===== src/verilog/lss_pkg.sv =====
// Shared constants for the linear sensor scan timing pair.
// Assumes both ends run on one 200 MHz system clock.
package lss_pkg;

	// System clock and line rate
	localparam int unsigned SYS_CLK_HZ     = 200_000_000;
	localparam int unsigned PIXEL_RATE_MAX = 10_000_000;
	localparam int unsigned LCLK_DIV       = SYS_CLK_HZ / PIXEL_RATE_MAX;
	localparam int unsigned LCLK_HALF      = LCLK_DIV / 2;

	// Pixel and sample widths
	localparam int unsigned PIX_W          = 12;
	localparam int unsigned IDX_W          = 11;
	localparam int unsigned CNT_W          = 12;
	localparam int unsigned LEN_W          = 16;
	localparam int unsigned DIV_W          = 5;

	// Scan geometry, counted in capture strobes
	localparam logic [CNT_W-1:0] PIX_COUNT     = 12'h800;
	localparam logic [CNT_W-1:0] FIRST_VALID   = 12'h059;
	localparam logic [CNT_W-1:0] LAST_STROBE   = FIRST_VALID + PIX_COUNT - 12'h001;
	localparam logic [CNT_W-1:0] IDX_OFFSET    = FIRST_VALID - 12'h001;

	// Start pulse limits and integration tail, in line clock periods
	localparam logic [LEN_W-1:0] START_HIGH_MIN = 16'h0006;
	localparam logic [LEN_W-1:0] START_LOW_MIN  = 16'h0064;
	localparam logic [LEN_W-1:0] INTEG_TAIL     = 16'h0030;

	// Reset values
	localparam logic [PIX_W-1:0] PIX_RST        = 12'h000;
	localparam logic [LEN_W-1:0] LEN_RST        = 16'h0000;

	// Controller start pulse sequencer
	typedef enum logic [1:0] {
		LSS_ST_IDLE = 2'b00,
		LSS_ST_HIGH = 2'b01,
		LSS_ST_LOW  = 2'b10
	} lss_start_state_t;

endpackage : lss_pkg


===== src/verilog/lss_link_if.sv =====
// Link between the scan controller and the sensor timing generator.
// The testbench instantiates it and joins the two ends.
`timescale 1ns/1ps
`default_nettype none
interface lss_link_if;
	// Controller to sensor
	logic                      line_clk;
	logic                      scan_start_pulse;
	// Sensor to controller
	logic                      capture_strobe;
	logic                      scan_done_flag;
	logic [lss_pkg::PIX_W-1:0] pixel_data;

	modport sensor (
		input  line_clk,
		input  scan_start_pulse,
		output capture_strobe,
		output scan_done_flag,
		output pixel_data
	);

	modport ctrl (
		output line_clk,
		output scan_start_pulse,
		input  capture_strobe,
		input  scan_done_flag,
		input  pixel_data
	);
endinterface : lss_link_if
`default_nettype wire


===== src/verilog/lss_ctrl.sv =====
// Scan controller: makes the line clock and start pulse, captures pixels.
// Assumes the sensor end answers on the same link interface.
`timescale 1ns/1ps
`default_nettype none
module lss_ctrl (
	// Clock and reset
	input  wire logic                      sys_clk,
	input  wire logic                      sys_rst,
	// Link
	lss_link_if.ctrl                       link,
	// Scan settings
	input  wire logic                      run,
	input  wire logic [lss_pkg::LEN_W-1:0] start_high_length,
	input  wire logic [lss_pkg::LEN_W-1:0] start_low_length,
	// Captured pixels
	output logic                           pix_valid,
	output logic [lss_pkg::PIX_W-1:0]      pix_data,
	output logic [lss_pkg::IDX_W-1:0]      pix_index,
	output logic                           scan_end,
	output logic                           scan_usable
);

	// Clamp a requested length to its floor
	function automatic logic [lss_pkg::LEN_W-1:0] clamp_len(
		input logic [lss_pkg::LEN_W-1:0] req,
		input logic [lss_pkg::LEN_W-1:0] floor_len);
		clamp_len = (req < floor_len) ? floor_len : req;
	endfunction : clamp_len

	logic [lss_pkg::DIV_W-1:0]  div_reg, div_next;
	logic                       lclk_reg, lclk_next;
	logic                       start_reg, start_next;
	lss_pkg::lss_start_state_t  state_reg, state_next;
	logic [lss_pkg::LEN_W-1:0]  ph_reg, ph_next;
	logic                       tick_fall;

	// one pixel per line clock, at most 10 MHz
	assign tick_fall = (div_reg == lss_pkg::DIV_W'(lss_pkg::LCLK_HALF - 1));

	always_comb begin
		div_next   = (div_reg == lss_pkg::DIV_W'(lss_pkg::LCLK_DIV - 1)) ?
			'0 : div_reg + 1'b1;
		lclk_next  = (div_next < lss_pkg::DIV_W'(lss_pkg::LCLK_HALF));
		start_next = start_reg;
		state_next = state_reg;
		ph_next    = ph_reg;
		// Start only moves at a line clock falling edge, well away from rising edges
		if (tick_fall) begin
			case (state_reg)
				lss_pkg::LSS_ST_IDLE: begin
					if (run) begin
						start_next = 1'b1;
						ph_next    = 16'h0001;
						state_next = lss_pkg::LSS_ST_HIGH;
					end
				end
				lss_pkg::LSS_ST_HIGH: begin
					if (ph_reg >= clamp_len(start_high_length, lss_pkg::START_HIGH_MIN)) begin
						start_next = 1'b0;
						ph_next    = 16'h0001;
						state_next = lss_pkg::LSS_ST_LOW;
					end else begin
						ph_next = ph_reg + 1'b1;
					end
				end
				lss_pkg::LSS_ST_LOW: begin
					if (ph_reg >= clamp_len(start_low_length, lss_pkg::START_LOW_MIN)) begin
						ph_next    = 16'h0001;
						start_next = run;
						state_next = run ? lss_pkg::LSS_ST_HIGH : lss_pkg::LSS_ST_IDLE;
					end else begin
						ph_next = ph_reg + 1'b1;
					end
				end
				default: begin
					start_next = 1'b0;
					state_next = lss_pkg::LSS_ST_IDLE;
				end
			endcase
		end
	end

	always_ff @(posedge sys_clk or posedge sys_rst) begin
		if (sys_rst) begin
			// Last count of the low half, so the first line clock high lasts a full half period
			div_reg   <= lss_pkg::DIV_W'(lss_pkg::LCLK_DIV - 1);
			lclk_reg  <= 1'b0;
			start_reg <= 1'b0;
			state_reg <= lss_pkg::LSS_ST_IDLE;
			ph_reg    <= lss_pkg::LEN_RST;
		end else begin
			div_reg   <= div_next;
			lclk_reg  <= lclk_next;
			start_reg <= start_next;
			state_reg <= state_next;
			ph_reg    <= ph_next;
		end
	end

	assign link.line_clk         = lclk_reg;
	assign link.scan_start_pulse = start_reg;

	// Sensor outputs arrive from outside: two flops before use
	logic [lss_pkg::PIX_W-1:0] data_s1, data_s2;
	logic                      stb_s1, stb_s2, stb_s3;
	logic                      done_s1, done_s2, done_s3;
	logic [lss_pkg::CNT_W-1:0] scnt_reg, scnt_next;
	logic                      cap_reg, cap_next;
	logic                      seen_reg, seen_next;
	logic                      pv_next, end_next;
	logic [lss_pkg::PIX_W-1:0] pd_next;
	logic [lss_pkg::IDX_W-1:0] pi_next;

	always_comb begin
		scnt_next = scnt_reg;
		cap_next  = cap_reg;
		seen_next = seen_reg;
		pv_next   = 1'b0;
		end_next  = 1'b0;
		pd_next   = pix_data;
		pi_next   = pix_index;
		// end of scan stops capture
		// A start fall in the same cycle re-arms capture below, so the set wins
		if (done_s2 && !done_s3) begin
			cap_next  = 1'b0;
			seen_next = 1'b1;
			end_next  = 1'b1;
		end
		if (start_reg && !start_next) begin
			scnt_next = '0;
			cap_next  = 1'b1;
		end else if (cap_reg && stb_s2 && !stb_s3) begin
			scnt_next = scnt_reg + 1'b1;
			if (scnt_next >= lss_pkg::FIRST_VALID && scnt_next <= lss_pkg::LAST_STROBE) begin
				pv_next = seen_reg;
				pd_next = data_s2;
				pi_next = lss_pkg::IDX_W'(scnt_next - lss_pkg::FIRST_VALID);
			end
			if (scnt_next == lss_pkg::LAST_STROBE)
				cap_next = 1'b0;
		end
	end

	always_ff @(posedge sys_clk or posedge sys_rst) begin
		if (sys_rst) begin
			data_s1   <= lss_pkg::PIX_RST;
			data_s2   <= lss_pkg::PIX_RST;
			{stb_s1, stb_s2, stb_s3}    <= 3'h0;
			{done_s1, done_s2, done_s3} <= 3'h0;
			scnt_reg  <= '0;
			cap_reg   <= 1'b0;
			seen_reg  <= 1'b0;
			pix_valid <= 1'b0;
			pix_data  <= lss_pkg::PIX_RST;
			pix_index <= '0;
			scan_end  <= 1'b0;
		end else begin
			data_s1   <= link.pixel_data;
			data_s2   <= data_s1;
			{stb_s1, stb_s2, stb_s3}    <= {link.capture_strobe, stb_s1, stb_s2};
			{done_s1, done_s2, done_s3} <= {link.scan_done_flag, done_s1, done_s2};
			scnt_reg  <= scnt_next;
			cap_reg   <= cap_next;
			seen_reg  <= seen_next;
			pix_valid <= pv_next;
			pix_data  <= pd_next;
			pix_index <= pi_next;
			scan_end  <= end_next;
		end
	end

	assign scan_usable = seen_reg;

endmodule : lss_ctrl
`default_nettype wire


===== src/flat_wrapper.sv =====
// flat-port wrapper written by rule: the top's interface ports become plain ports
module lss_ctrl_flat 
  (sys_clk, sys_rst, run, start_high_length, start_low_length, pix_valid, pix_data, pix_index, scan_end, scan_usable, link_line_clk, link_scan_start_pulse, link_capture_strobe, link_scan_done_flag, link_pixel_data);
  lss_link_if link_i ();
  input  wire logic sys_clk;
  input  wire logic sys_rst;
  input  wire logic run;
  input  wire logic [lss_pkg::LEN_W-1:0] start_high_length;
  input  wire logic [lss_pkg::LEN_W-1:0] start_low_length;
  output logic pix_valid;
  output logic [lss_pkg::PIX_W-1:0] pix_data;
  output logic [lss_pkg::IDX_W-1:0] pix_index;
  output logic scan_end;
  output logic scan_usable;
  output wire logic [$bits(link_i.line_clk)-1:0] link_line_clk;
  output wire logic [$bits(link_i.scan_start_pulse)-1:0] link_scan_start_pulse;
  input wire logic [$bits(link_i.capture_strobe)-1:0] link_capture_strobe;
  input wire logic [$bits(link_i.scan_done_flag)-1:0] link_scan_done_flag;
  input wire logic [$bits(link_i.pixel_data)-1:0] link_pixel_data;
  assign link_line_clk = link_i.line_clk;
  assign link_scan_start_pulse = link_i.scan_start_pulse;
  assign link_i.capture_strobe = link_capture_strobe;
  assign link_i.scan_done_flag = link_scan_done_flag;
  assign link_i.pixel_data = link_pixel_data;
  lss_ctrl u_core (.sys_clk(sys_clk), .sys_rst(sys_rst), .link(link_i), .run(run), .start_high_length(start_high_length), .start_low_length(start_low_length), .pix_valid(pix_valid), .pix_data(pix_data), .pix_index(pix_index), .scan_end(scan_end), .scan_usable(scan_usable));
endmodule

===== config.mk =====
export PLATFORM = sky130hd
export DESIGN_NAME = lss_ctrl_flat
export DESIGN_NICKNAME = d
export VERILOG_FILES = /design/src/verilog/lss_pkg.sv /design/src/verilog/lss_link_if.sv /design/src/verilog/lss_ctrl.sv /design/src/flat_wrapper.sv
export SDC_FILE = /design/constraint.sdc
export NUM_CORES = 1
export LEC_CHECK = 0
export BUFFER_PORTS_ARGS = -buffer_cell sky130_fd_sc_hd__buf_4
export CORE_MARGIN = 1.5
export CORE_UTILIZATION = 41
export DETAILED_ROUTE_END_ITERATION = 12
export GPL_ROUTABILITY_DRIVEN = 0
export SETUP_SLACK_MARGIN = 0.1
export SYNTH_ARGS = -nofsm -noshare
export SYNTH_HDL_FRONTEND = slang
export SYNTH_SLANG_ARGS = --single-unit

===== constraint.sdc =====
create_clock -name sys_clk -period 5.4 [get_ports sys_clk]
set_clock_uncertainty 0.1 [all_clocks]
set_input_delay 0.27 -clock sys_clk [delete_from_list [all_inputs] [get_ports sys_clk]]
set_output_delay 0.27 -clock sys_clk [all_outputs]
set_load 0.02 [all_outputs]

### Yosys cells after proc, flatten, opt, wreduce, memory -nomap -nowiden

Index checks and enable logic that the tools add are counted.

* $lt $le $gt $ge: 7
* bitwise logic cells: 1
* add/sub/neg operators: 4
* equality and inequality tests: 8
* multiplexer cells: 27
* reduce and logical (&&, ||, !) cells: 14

Operators by type and width (count)
* two-way mux 16 bit: 5
* one-hot mux 16 bit (3 select lines): 1
* greater-or-equal comparator 16 bit: 2
* two-way mux 12 bit: 2
* adder 16 x 1 -> 16 bit, second input constant: 1
* less-than comparator 16 x 3 -> 1 bit, second input constant: 1
* less-than comparator 16 x 7 -> 1 bit, second input constant: 1
* two-way mux 1 bit: 13
* adder 12 x 1 -> 12 bit, second input constant: 1
* equality test 12 bit, second input constant: 1
* greater-or-equal comparator 12 x 7 -> 1 bit, second input constant: 1
* <= comparator 12 bit, second input constant: 1
* subtractor 11 x 7 -> 11 bit, second input constant: 1
* two-way mux 2 bit: 3
* one-hot mux 2 bit (3 select lines): 1
* AND reduction 3 bit: 2
* adder 5 x 1 -> 5 bit, second input constant: 1
* equality test 5 x 4 -> 1 bit, second input constant: 1
* equality test 5 bit, second input constant: 1
* logical AND 1 bit: 5
* less-than comparator 5 x 4 -> 1 bit, second input constant: 1
* two-way mux 5 bit: 1
* != test 2 x 1 -> 1 bit, second input constant: 2
* AND reduction 4 bit: 1
* 9 further kinds: 11

* register bits: 94
* input port bits: 49
* output and inout bits: 28

### Logic depth before layout (Yosys ltp)

Gate-level depths: netlist (run 1).

* depth in word-level cells: 10
* depth in mapped cells: 12

### Least setup slack after synthesis (run 1)

OpenSTA, ideal clock, no wires.

* path type: input port to flip-flop
* start point: in start_low_length[4] in the netlist's numbering
* end point: reg u_core.pix_data[10] in the netlist's numbering
* path buffers: 1
* cell stages on the path: 12
* data arrival time: 2.854 ns
* data required time: 5.175 ns
* setup slack: 2.321 ns
* path through: o311ai_0 -> nand4_1 -> nand2_1 -> ha_1 -> nor2b_1 -> o211a_1 -> o311ai_1 -> nand3_1 -> mux2i_1 -> o211ai_4 -> buf_6 -> mux2_4

* cells in the longest elaborated chain, start to end: 10

RTL lines
* from (decl): line flat_wrapper.sv:9 `input wire logic [lss_pkg::LEN_W-1:0] start_low_length;`
* less-than comparator 16 x 7 -> 1 bit: line lss_ctrl.sv:27 `clamp_len = (req < floor_len) ? floor_len : req;`
* two-way mux 16 bit *: line lss_ctrl.sv:27
* greater-or-equal comparator 16 bit *: line lss_ctrl.sv:67 `if (ph_reg >= clamp_len(start_low_length, lss_pkg::START_LOW_MIN)) begin`
* two-way mux 1 bit *: line lss_ctrl.sv:67
* one-hot mux 1 bit (3 select lines) *: line lss_ctrl.sv:49 `case (state_reg)`
* two-way mux 1 bit *: line lss_ctrl.sv:48 `if (tick_fall) begin`
* zero test 1 bit *: line lss_ctrl.sv:129 `if (start_reg && !start_next) begin`
* logical AND 1 bit *: line lss_ctrl.sv:129
* inverter 1 bit (no source line) *
* AND reduction 3 bit (no source line) *
* to (signal assigned): line lss_ctrl.sv:154 `pix_data <= lss_pkg::PIX_RST;`
* to (signal assigned): line lss_ctrl.sv:166 `pix_data <= pd_next;`
* to (decl): line lss_ctrl.sv:17 `output logic [lss_pkg::PIX_W-1:0] pix_data,`

Mark *: on every way between the ends. The rest lies on a longest branch, timed or not.
A chain may end at the register's enable or synchronous reset.

### Worst setup path after layout (run 1)

* start point: in start_low_length[4] in the netlist's numbering
* end point: reg u_core.pix_index[8] in the netlist's numbering

* cells in the longest elaborated chain, start to end: 10

RTL lines
* less-than comparator 16 x 7 -> 1 bit: line lss_ctrl.sv:27
* two-way mux 16 bit *: line lss_ctrl.sv:27
* greater-or-equal comparator 16 bit *: line lss_ctrl.sv:67
* two-way mux 1 bit *: line lss_ctrl.sv:67
* one-hot mux 1 bit (3 select lines) *: line lss_ctrl.sv:49
* two-way mux 1 bit *: line lss_ctrl.sv:48
* zero test 1 bit *: line lss_ctrl.sv:129
* logical AND 1 bit *: line lss_ctrl.sv:129
* inverter 1 bit (no source line) *
* AND reduction 3 bit (no source line) *
* to (signal assigned): line lss_ctrl.sv:167 `pix_index <= pi_next;`
* to (decl): line lss_ctrl.sv:18 `output logic [lss_pkg::IDX_W-1:0] pix_index,`

Marks and branches as above.

==> reports/qor.yml, run 1 <==
status: "completed"
cts_root_buffer: "clkbuf_16"
crit_family: "compound AO/OA/AOI/OAI gates"
synth_seq_area_share_pct: 43.5
worst_slew_pin_slew_ps: 1070
antenna-diode-count: 0
synth_ff_type: "dfrtp_1"
portBuffers: 76
cts.sinks: 94
synthesis.area_um2: 5420
crit_buf_inv: 2
hpwl_um: 8450
finalSetupTns_ps: 0
htree_levels: 3
drv_slew: 0
dr.pass1.iters: 4
core_um2: 12800
yosys.area_share.simple_pct: 16.6
r2r_slack_ps: 1780
p_comb_share_pct: 11.3
layout_worst_path_cycle_share_pct: 68.1
hp-start: "run"
synth_top_family_by_area: "simple AND/OR/NAND/NOR gates"
grt_start_max_net_pins: 66
synth-seq-cells: 94
drt_first_iter_violations: 149
syn-num-nets: 631
postLayoutCellArea_um2: 6540
hold_class: "input pin to register"
ios: 77
r2r_end: "u_core.pix_index[8]$_DFFE_PP0P_"
fmax_mhz: 272
start_kind: "input pin"
p_seq_share_pct: 49.6
regToRegStartpoint: "u_core.scnt_reg[0]$_DFFE_PP0P_"
cp_max_fo: 14
synth_edf_count: 0
avgRoutedWirePerCell_um: 14.4
powerDensity_nw_per_um2: 231
antenna_left: 0
post-cts-setup-buffer-count: 0
viasPerCell: 5.18
largest_register_ffs: 16
min_period_ps: 3680
switchingPower_uw: 390
ys_async_sr_fraction_pct: 100
postLayoutCoreUtil_pct: 51.2
cts_buffer_depth: 2
synth_cell_types: 64
hold_end: "u_core.state_reg[0]$_DFFE_PP0P_"
final_cells: 801
placed_area_um2: 6110
grt_usage_pct: 17.2
slowest_stage: "o211ai_4"
end_kind: "register"
grt_pass1_vias: 4094
clk_latency_ps: 340
synth_compound_area_share_pct: 13.6
numCtsBuffers: 9
p_int_uw: 1120
layout-drive-gt1-share_pct: 22.1
overflow: 0
netSwitchingFraction_pct: 25.8
drc: 0
cts_tree: "built"
cap_viol_max_count: 0
setup_viol: 0
cts.clk_slew.worst_paths_ps: 70
rsz0062_at_grt: "false"
dp_cells: 770
die_area_um2: 13900
wl_um: 11600
rows: 41
criticalPathCategory: "input pin to register"
floorplan.initialDensity_pct: 42.4
synth-xor-area-share_pct: 4.36
slowest_delay_ps: 620
reg2reg_depth: 9
layout.nets: 715
fp.dieH_um: 118
die_w_um: 118
antenna_found_initial: 0
cpMostUsedCell: "buf_4"
fillers: 1125
areaGrowthSynthToFinish_pct: 20.7
finalHoldViolations: 0
netlist_instances: 540
critPathArrivalTime_ps: 3800
critical_path_required_ps: 5520
clkPwrFrac_pct: 39.1
vdd_drop_max_mv: 0.142
muxShareOfSynthArea_pct: 6.85
holdPathStages: 3
path_cells: "buf_4, o311ai_0, nand4_1, nand2_1, ha_1, nor2b_1, o211a_1, o311ai_1, nand3_1, mux2i_1, o211ai_4, buf_4, mux2_2"
syn_avg_cell_area_um2: 10.0
synth_adder_area_share_pct: 9.69
num_vias: 4152
p_leak_uw: 0.00326
power_uw: 1510
grt_pass1_wl_um: 19500
relSlewSlack_pct: 28.5
ys_warn_count: 0
[final cells by class]
class | instances | area (µm²) | area share, %
Clock buffer | 11 | 233 | 3.56
Clock inverter | 5 | 45.0 | 0.688
Inverter | 48 | 181 | 2.77
Multi-Input combinational cell | 377 | 2770 | 42.3
Sequential cell | 94 | 2360 | 36.0
Tap cell | 172 | 215 | 3.29
Timing Repair Buffer | 94 | 743 | 11.4
[worst reg2reg max path, stage by stage (launching register included)]
cell and delay (ps):
dfrtp_1 630, ha_1 540, and4_1 370, a311oi_2 140, or2_1 290, o22ai_2 280
o32ai_4 150, o211ai_4 300, buf_4 350, mux2_2 350
[how the worst max path moves through the flow]
stage	cells after the start	slack, ps	endpoint	from
after global routing	13	1420	u_core.pix_index[8]$_DFFE_PP0P_	start_low_length[4]
after floorplan	12	2320	u_core.pix_data[10]$_DFFE_PP0P_	start_low_length[4]
after global placement	13	1430	u_core.pix_index[8]$_DFFE_PP0P_	start_low_length[13]
final	13	1720	u_core.pix_index[8]$_DFFE_PP0P_	start_low_length[4]
after CTS	13	1720	u_core.pix_index[8]$_DFFE_PP0P_	start_low_length[4]
after detailed placement	13	1370	u_core.pix_index[8]$_DFFE_PP0P_	start_low_length[4]
[routing by layer]
metal / track usage [%] / share of wire [%] / vias up
met4: 5.87 / 1.8 / 0
li1: - / - / 2074
met3: 3.00 / 3.1 / 15
met5: 0 / 0 / -
met2: 28.7 / 48 / 74
met1: 22.6 / 47 / 1989
[cell usage after synthesis, types with 2 or more instances]
library cell	n	area [µm²]
buf_6	4	45.0
mux2_4	19	285
xnor2_1	14	123
mux2i_1	3	30.0
clkbuf_1	10	37.5
dfrtp_1	91	2280
o22ai_1	6	37.5
xor2_1	13	114
a211oi_1	2	15.0
nor4_1	3	18.8
or3_1	2	12.5
ha_1	42	526
dfstp_2	3	78.8
or2_2	4	25.0
and4_1	4	35.0
inv_1	48	180
o311ai_0	2	17.5
nand2b_1	8	50.1
and3_1	11	68.8
nor2b_1	6	37.5
a31o_2	6	52.6
and2_1	2	12.5
buf_2	6	30.0
mux2_2	5	56.3
nand4b_1	2	17.5
a21o_1	3	22.5
nor3b_1	2	15.0
a22oi_1	3	22.5
nand3_1	24	120
o32ai_1	3	26.3
or4_1	2	15.0
o211a_1	2	20.0
a21oi_1	23	115
nand2_1	36	135
nand4_1	10	62.6
a31oi_1	6	37.5
nor3_1	5	25.0
a22o_1	8	70.1
o21ai_0	22	110
nor2_1	51	191
[repair_timing]
| item | 4_1_cts | 5_1_grt |
|---|---|---|
| gates resized for setup | 0 | 0 |
| hold endpoints to repair | 43 | 0 |
| hold buffers | 15 | 0 |
[metrics by stage]
| stage | hold WS (ps) | setup slack [ps] |
|---|---|---|
| 2_1_floorplan | 201 | 2320 |
| 6_report | 219 | 1720 |
| 3_5_place_dp | 229 | 1370 |
| 3_3_place_gp | 219 | 1430 |
| 5_1_grt | 225 | 1420 |
| 4_1_cts | 211 | 1720 |
[power by group through the flow]
| stage | clock (µW) | combinational (µW) | sequential (µW) |
|---|---|---|---|
| floorplan | 0 | 121 | 745 |
| global placement | 0 | 159 | 761 |
| detailed placement | 0 | 164 | 762 |
| CTS | 610 | 173 | 748 |
| global route | 637 | 194 | 753 |
| finish | 591 | 171 | 749 |
[logic make-up (layout without fill, tap and decap cells)]
kind of cell / count (synthesis) / after routing
compound gates: 103 / 103
xor+xnor: 27 / 27
fa+ha+maj: 42 / 42
buf+inv: 69 / 158
flops: 94 / 94
mux: 27 / 27
simple gates: 178 / 178
[cells in the final DEF, fill, tap and decap left out, types with 8 or more instances in the layout]
| cell type | Yosys | layout |
|---|---|---|
| mux2_4 | 19 | 19 |
| a22o_1 | 8 | 8 |
| xnor2_1 | 14 | 14 |
| nand3_1 | 24 | 24 |
| nor2_1 | 51 | 51 |
| nand4_1 | 10 | 10 |
| dfrtp_1 | 91 | 91 |
| xor2_1 | 13 | 13 |
| buf_4 | 0 | 79 |
| o21ai_0 | 22 | 21 |
| clkbuf_16 | 0 | 9 |
| inv_1 | 48 | 47 |
| nand2b_1 | 8 | 8 |
| nand2_1 | 36 | 36 |
| dlygate4sd3_1 | 0 | 15 |
| and3_1 | 11 | 11 |
| a21oi_1 | 23 | 23 |
| ha_1 | 42 | 42 |
Note: power is estimated with default switching activity, not from simulation.
==> inputs of run 2 (changes only) <==
--- a/config.mk
+++ b/config.mk
@@ -5,6 +5,7 @@
 export SDC_FILE = /design/constraint.sdc
 export NUM_CORES = 1
 export LEC_CHECK = 0
+export ABC_AREA = 1
 export BUFFER_PORTS_ARGS = -buffer_cell sky130_fd_sc_hd__buf_4
 export CORE_MARGIN = 1.5
 export CORE_UTILIZATION = 41
==> constraint.sdc (replaced) <==
create_clock -name sys_clk -period 3.8 [get_ports sys_clk]
set_clock_uncertainty 0.1 [all_clocks]
set_input_delay 0.19 -clock sys_clk [delete_from_list [all_inputs] [get_ports sys_clk]]
set_output_delay 0.19 -clock sys_clk [all_outputs]
set_load 0.02 [all_outputs]
==> reports/qor.yml, run 2 <==
status: "completed"
numCtsBuffers: 9
rsz0062_at_grt: "false"
syn-num-nets: 720
p_leak_uw: 0.00339
m1WireLength_um: 5320
regArea_um2: 2360
grt_start_max_net_pins: 65
hpwl_um: 8430
synth_cell_types: 43
ios: 77
met3_length_um: 332
fp.dieH_um: 116
dp_cells: 867
areaGrowthSynthToFinish_pct: 23.4
dr.pass1.iters: 5
hp-start: "run"
r2r_end: "u_core.pix_data[9]$_DFFE_PP0P_"
ys_warn_count: 0
worst_slew_pin_slew_ps: 765
die_area_um2: 13400
final_cells: 898
layout.nets: 816
criticalPathCategory: "input pin to register"
antenna_found_initial: 0
largest_register_ffs: 16
synth_common_cells: "nand2_1 (163), inv_1 (96), dfrtp_1 (91)"
drt_first_iter_violations: 208
grt_pass1_vias: 4235
met2_length_um: 5550
netlist_instances: 629
min_period_ps: 3080
fillers: 1166
cts_root_buffer: "clkbuf_16"
synth.most_common_cell: "nand2_1"
synthesis.area_um2: 5200
end_kind: "register"
cap_viol_max_count: 0
floorplan.initialDensity_pct: 42.6
holdPathStages: 4
hold_end: "u_core.state_reg[0]$_DFFE_PP0P_"
fmax_mhz: 324
ys_async_sr_fraction_pct: 100
grt_pass1_wl_um: 19400
r2r_slack_ps: 1020
critPathArrivalTime_ps: 3220
finalSetupTns_ps: 0
vdd_drop_max_mv: 0.202
setup_viol: 0
antenna_left: 0
grt_usage_pct: 18.3
slowest_delay_ps: 560
synth_top_area_share_pct: 43.8
regToRegStartpoint: "u_core.scnt_reg[0]$_DFFE_PP0P_"
syn_avg_cell_area_um2: 8.27
antenna-diode-count: 0
layout-drive-gt1-share_pct: 16.3
cts.clk_slew.worst_paths_ps: 60
cts.sinks: 94
slowest_stage: "a2111oi_0"
powerDensity_nw_per_um2: 391
rows: 40
num_vias: 4297
crit_buf_inv: 1
avgRoutedWirePerCell_um: 12.6
overflow: 0
path_cells: "buf_4, nor4_1, nand2_1, a2111oi_0, nor2_1, ha_1, nand2_1, nand2_1, nand2_1, nand2_1, nand2_1, nand2_1, a21oi_1, nand3_1, nand2_1, nand2_1, o32ai_1"
synth_seq_area_share_pct: 45.3
cp_max_fo: 12
viasPerCell: 4.79
synth_ff_type: "dfrtp_1"
die_w_um: 116
core_um2: 12200
relSlewSlack_pct: 49.0
synth_edf_count: 0
reg2reg_depth: 16
finalHoldViolations: 0
drv_slew: 0
layout_worst_path_cycle_share_pct: 81.1
layout_common_cells: "nand2_1 (163), inv_1 (95), dfrtp_1 (91)"
wl_um: 11300
yosysTopAreaCell: "dfrtp_1"
synth-seq-cells: 94
mostFrequentLayoutCell: "nand2_1"
drc: 0
htree_levels: 3
start_kind: "input pin"
cts_buffer_depth: 2
synth_area_leaders: "dfrtp_1 (44%), nand2_1 (12%), ha_1 (10%), inv_1 (6.9%), nand3_1 (4.9%)"
portBuffers: 76
dr.max_layer_used: "met4"
critical_path_required_ps: 3940
clk_latency_ps: 340
crit_family: "simple AND/OR/NAND/NOR gates"
hold_class: "input pin to register"
cpMostUsedCell: "nand2_1"
multi_input_area_um2: 2410
cts_tree: "built"
-- run 2: changes by cell type in the layout (fill, tap and decap cells not counted), moves of 6 or more --
cell	before	now
inv_1	47	95
a21oi_1	23	13
xnor2_1	14	6
nand2b_1	8	0
nand3_1	24	51
nor2b_1	6	0
and3_1	11	1
nand2_1	36	163
a31oi_1	6	0
a31o_2	6	0
nor2_1	51	39
mux2_4	19	0
nor3_1	5	14
a22o_1	8	0
-- run 2: through the flow --
stage / hold slack [ps] / power [µW] / setup WS, ps / area, µm² / util (%)
CTS: 195 / 2540 / 690 / 6420 / 52.6
global placement: 200 / 1580 / 510 / 5960 / 48.8
floorplan: 121 / 1440 / 766 / 5200 / -
detailed placement: 201 / 1600 / 361 / 5960 / 48.8
finish: 196 / 2510 / 718 / 6420 / 52.6
global route: 222 / 2650 / 228 / 6420 / 52.6
-- run 2: routing by layer --
metal  global-route usage (%)  vias to the layer above
met3                     3.61                       13
met4                     4.96                        0
met1                     23.4                     2000
met2                     31.8                       70
li1                         -                     2214
met5                        0                        -
-- run 2: timing repair --
| action | 4_1_cts | 5_1_grt |
|---|---|---|
| gates resized for setup | 0 | 0 |
| hold buffers | 15 | 0 |
| endpoints found under the hold margin | 74 | 0 |
| buffers inserted | 0 | 0 |
-- run 2: where the power goes --
part           internal (µW)  switching, µW  total, µW
Sequential              1050           59.5       1110
Combinational            190            292        482
Clock                    531            382        913
-- run 2: final cells by class --
| class | instances | area share [%] |
|---|---|---|
| clock buffers | 10 | 3.72 |
| inverters | 98 | 5.77 |
| multi-input cells | 425 | 37.5 |
| well taps | 168 | 3.28 |
| clock inverters | 6 | 1.07 |
| flip-flops and latches | 94 | 36.7 |
| repair buffers | 97 | 11.9 |
-- run 2: cell families after synthesis --
| family | count (synthesis) | synth area share [%] |
|---|---|---|
| flops | 94 | 45.3 |
| xor+xnor | 24 | 4.19 |
| fa+ha+maj | 42 | 10.1 |
| simple gates | 302 | 25.6 |
| buf+inv | 110 | 8.40 |
| compound gates | 57 | 6.40 |
-- run 2: worst min-delay path: stages --
cell and delay, ps:
buf_4 100, nand2_1 70, nand2_1 70, a32o_1 160
-- run 2: how the worst max path moves through the flow --
stage / start / to / cells past startpoint
after floorplan: start_high_length[11] / u_core.pix_data[10]$_DFFE_PP0P_ / 20
after global placement: start_high_length[15] / u_core.ph_reg[7]$_DFFE_PP0P_ / 17
after detailed placement: start_high_length[15] / u_core.ph_reg[7]$_DFFE_PP0P_ / 17
after CTS: start_high_length[15] / u_core.ph_reg[7]$_DFFE_PP0P_ / 17
after global routing: start_high_length[15] / u_core.pix_index[7]$_DFFE_PP0P_ / 20
final: start_high_length[15] / u_core.ph_reg[7]$_DFFE_PP0P_ / 17
==> inputs of run 3 (changes only) <==
==> constraint.sdc (replaced) <==
create_clock -name sys_clk -period 2.65 [get_ports sys_clk]
set_clock_uncertainty 0.1 [all_clocks]
set_input_delay 0.1325 -clock sys_clk [delete_from_list [all_inputs] [get_ports sys_clk]]
set_output_delay 0.1325 -clock sys_clk [all_outputs]
set_load 0.02 [all_outputs]
==> reports/qor.yml, run 3 (synthesized netlist as in run 2, its figures left out) <==
use_met2_pct: 32.2
layout_worst_path_cycle_share_pct: 94.5
areaGrowthSynthToFinish_pct: 39.3
critPathArrivalTime_ps: 2640
holdPathStages: 4
crit_buf_inv: 2
grt_usage_pct: 18.7
layout_common_cells: "nand2_1 (136), buf_4 (103), dfrtp_1 (90)"
hold_end: "u_core.state_reg[0]$_DFFE_PP0P_"
hp-start: "run"
drt_first_iter_violations: 278
num_vias: 4620
placed_area_um2: 6180
regToRegStartpoint: "u_core.scnt_reg[1]$_DFFE_PP0P_"
powerDensity_nw_per_um2: 554
r2r_end: "u_core.pix_data[2]$_DFFE_PP0P_"
die_w_um: 116
ios: 77
grt_pass1_vias: 4312
hpwl_um: 8940
drv_slew: 0
cp_max_fo: 6
min_period_ps: 2500
worst_slew_pin_slew_ps: 923
overflow: 0
grt_pass1_wl_um: 19800
criticalPathCategory: "register to register"
grt_start_max_net_pins: 44
r2r_slack_ps: 150
slowest_delay_ps: 420
met1_usage_pct: 23.5
fp.dieH_um: 116
cpMostUsedCell: "nand2_2"
portBuffers: 76
end_kind: "register"
layout-drive-gt1-share_pct: 28.8
crit_family: "simple AND/OR/NAND/NOR gates"
slowest_stage: "dfrtp_1"
start_kind: "register"
hold_class: "input pin to register"
postLayoutCellArea_um2: 7250
wl_um: 13100
p_leak_uw: 0.00373
status: "completed"
htree_levels: 3
antenna_left: 0
rows: 40
power_uw: 4010
reg2reg_depth: 17
antenna-diode-count: 0
critical_path_required_ps: 2790
cts_buffer_depth: 2
fmax_mhz: 399
cts.clk_slew.worst_paths_ps: 70
clk_latency_ps: 340
viasPerCell: 4.90
rsz0062_at_grt: "true"
mostFrequentLayoutCell: "nand2_1"
dr.pass1.iters: 5
cts.sinks: 94
multi_input_area_um2: 2690
cts_root_buffer: "clkbuf_16"
die_area_um2: 13400
core_um2: 12200
largest_register_ffs: 16
cap_viol_max_count: 0
dp_cells: 889
finalSetupTns_ps: 0
final_cells: 942
busiest_layer: "met2"
layout.nets: 860
cts_tree: "built"
antenna_found_initial: 0
relSlewSlack_pct: 38.4
numCtsBuffers: 9
regArea_um2: 2360
floorplan.initialDensity_pct: 42.6
path_cells: "ha_4, nand2_4, nor2_4, nand2_2, o21bai_2, nand2_2, inv_2, nand2_2, nor2_4, nand2_2, o21ai_2, nor2_2, nor2_4, nand2_4, clkbuf_16, nand2_1, nand2_1"
grtUsageMet3_pct: 3.77
fillers: 1084
vdd_drop_max_mv: 0.348
avgRoutedWirePerCell_um: 13.9
finalHoldViolations: 0
drc: 0
setup_viol: 0
-- run 3: power breakdown --
part | total [µW] | internal [µW] | switching (µW) | leakage (µW)
clock | 1350 | 753 | 592 | 0.000150
sequential | 1590 | 1510 | 83.8 | 0.00120
combinational | 1080 | 502 | 573 | 0.00238
total | 4010 | 2760 | 1250 | 0.00373
-- run 3: worst max-delay path by stage --
stage | startpoint | endpoint | slack (ps) | depth (start not counted)
5_1_grt | start_low_length[10] | u_core.pix_index[6]$_DFFE_PP0P_ | -40 | 23
3_3_place_gp | start_high_length[15] | u_core.pix_data[1]$_DFFE_PP0P_ | -310 | 21
3_5_place_dp | start_high_length[15] | u_core.pix_index[5]$_DFFE_PP0P_ | -350 | 21
4_1_cts | start_high_length[15] | u_core.pix_index[2]$_DFFE_PP0P_ | 110 | 20
6_report | u_core.scnt_reg[1]$_DFFE_PP0P_ | u_core.pix_data[2]$_DFFE_PP0P_ | 150 | 17
2_1_floorplan | start_low_length[4] | u_core.pix_data[10]$_DFFE_PP0P_ | 100 | 22
-- run 3: what timing repair did --
action	CTS	global route
hold buffers	15	0
endpoints found under the hold margin	54	0
resized for setup	3	87
gates cloned	0	9
buffers inserted	0	13
pin swaps	0	17
setup endpoints to repair	37	50
-- run 3: metal layers --
layer / vias up / part of all wire [%] / wire, µm
met4: 0 / 2.0 / 262
met5: - / 0 / 0
li1: 2311 / - / -
met3: 19 / 4.3 / 567
met2: 116 / 51 / 6640
met1: 2174 / 43 / 5590
-- run 3: tightest hold or removal path, delay by kind of cell --
kind	cells	cell delay, ps
compound gates	1	150
buf+inv	1	100
simple gates	2	140
-- run 3: cell type report --
| type | count | area share [%] |
|---|---|---|
| clock buffer | 9 | 3.11 |
| inverter | 98 | 5.13 |
| tap | 168 | 2.90 |
| sequential | 94 | 32.5 |
| timing repair buffer | 141 | 17.9 |
| clock inverter | 7 | 1.23 |
| multi-input combinational | 425 | 37.2 |
-- run 3: per-stage QoR --
stage / hold WS, ps / setup slack [ps] / utilization, %
finish: 120 / 145 / 59.3
detailed placement: 143 / -346 / 50.6
CTS: 107 / 108 / 54.5
global route: 166 / -39.8 / 59.3
global placement: 142 / -308 / 50.6
floorplan: 63.9 / 101 / -
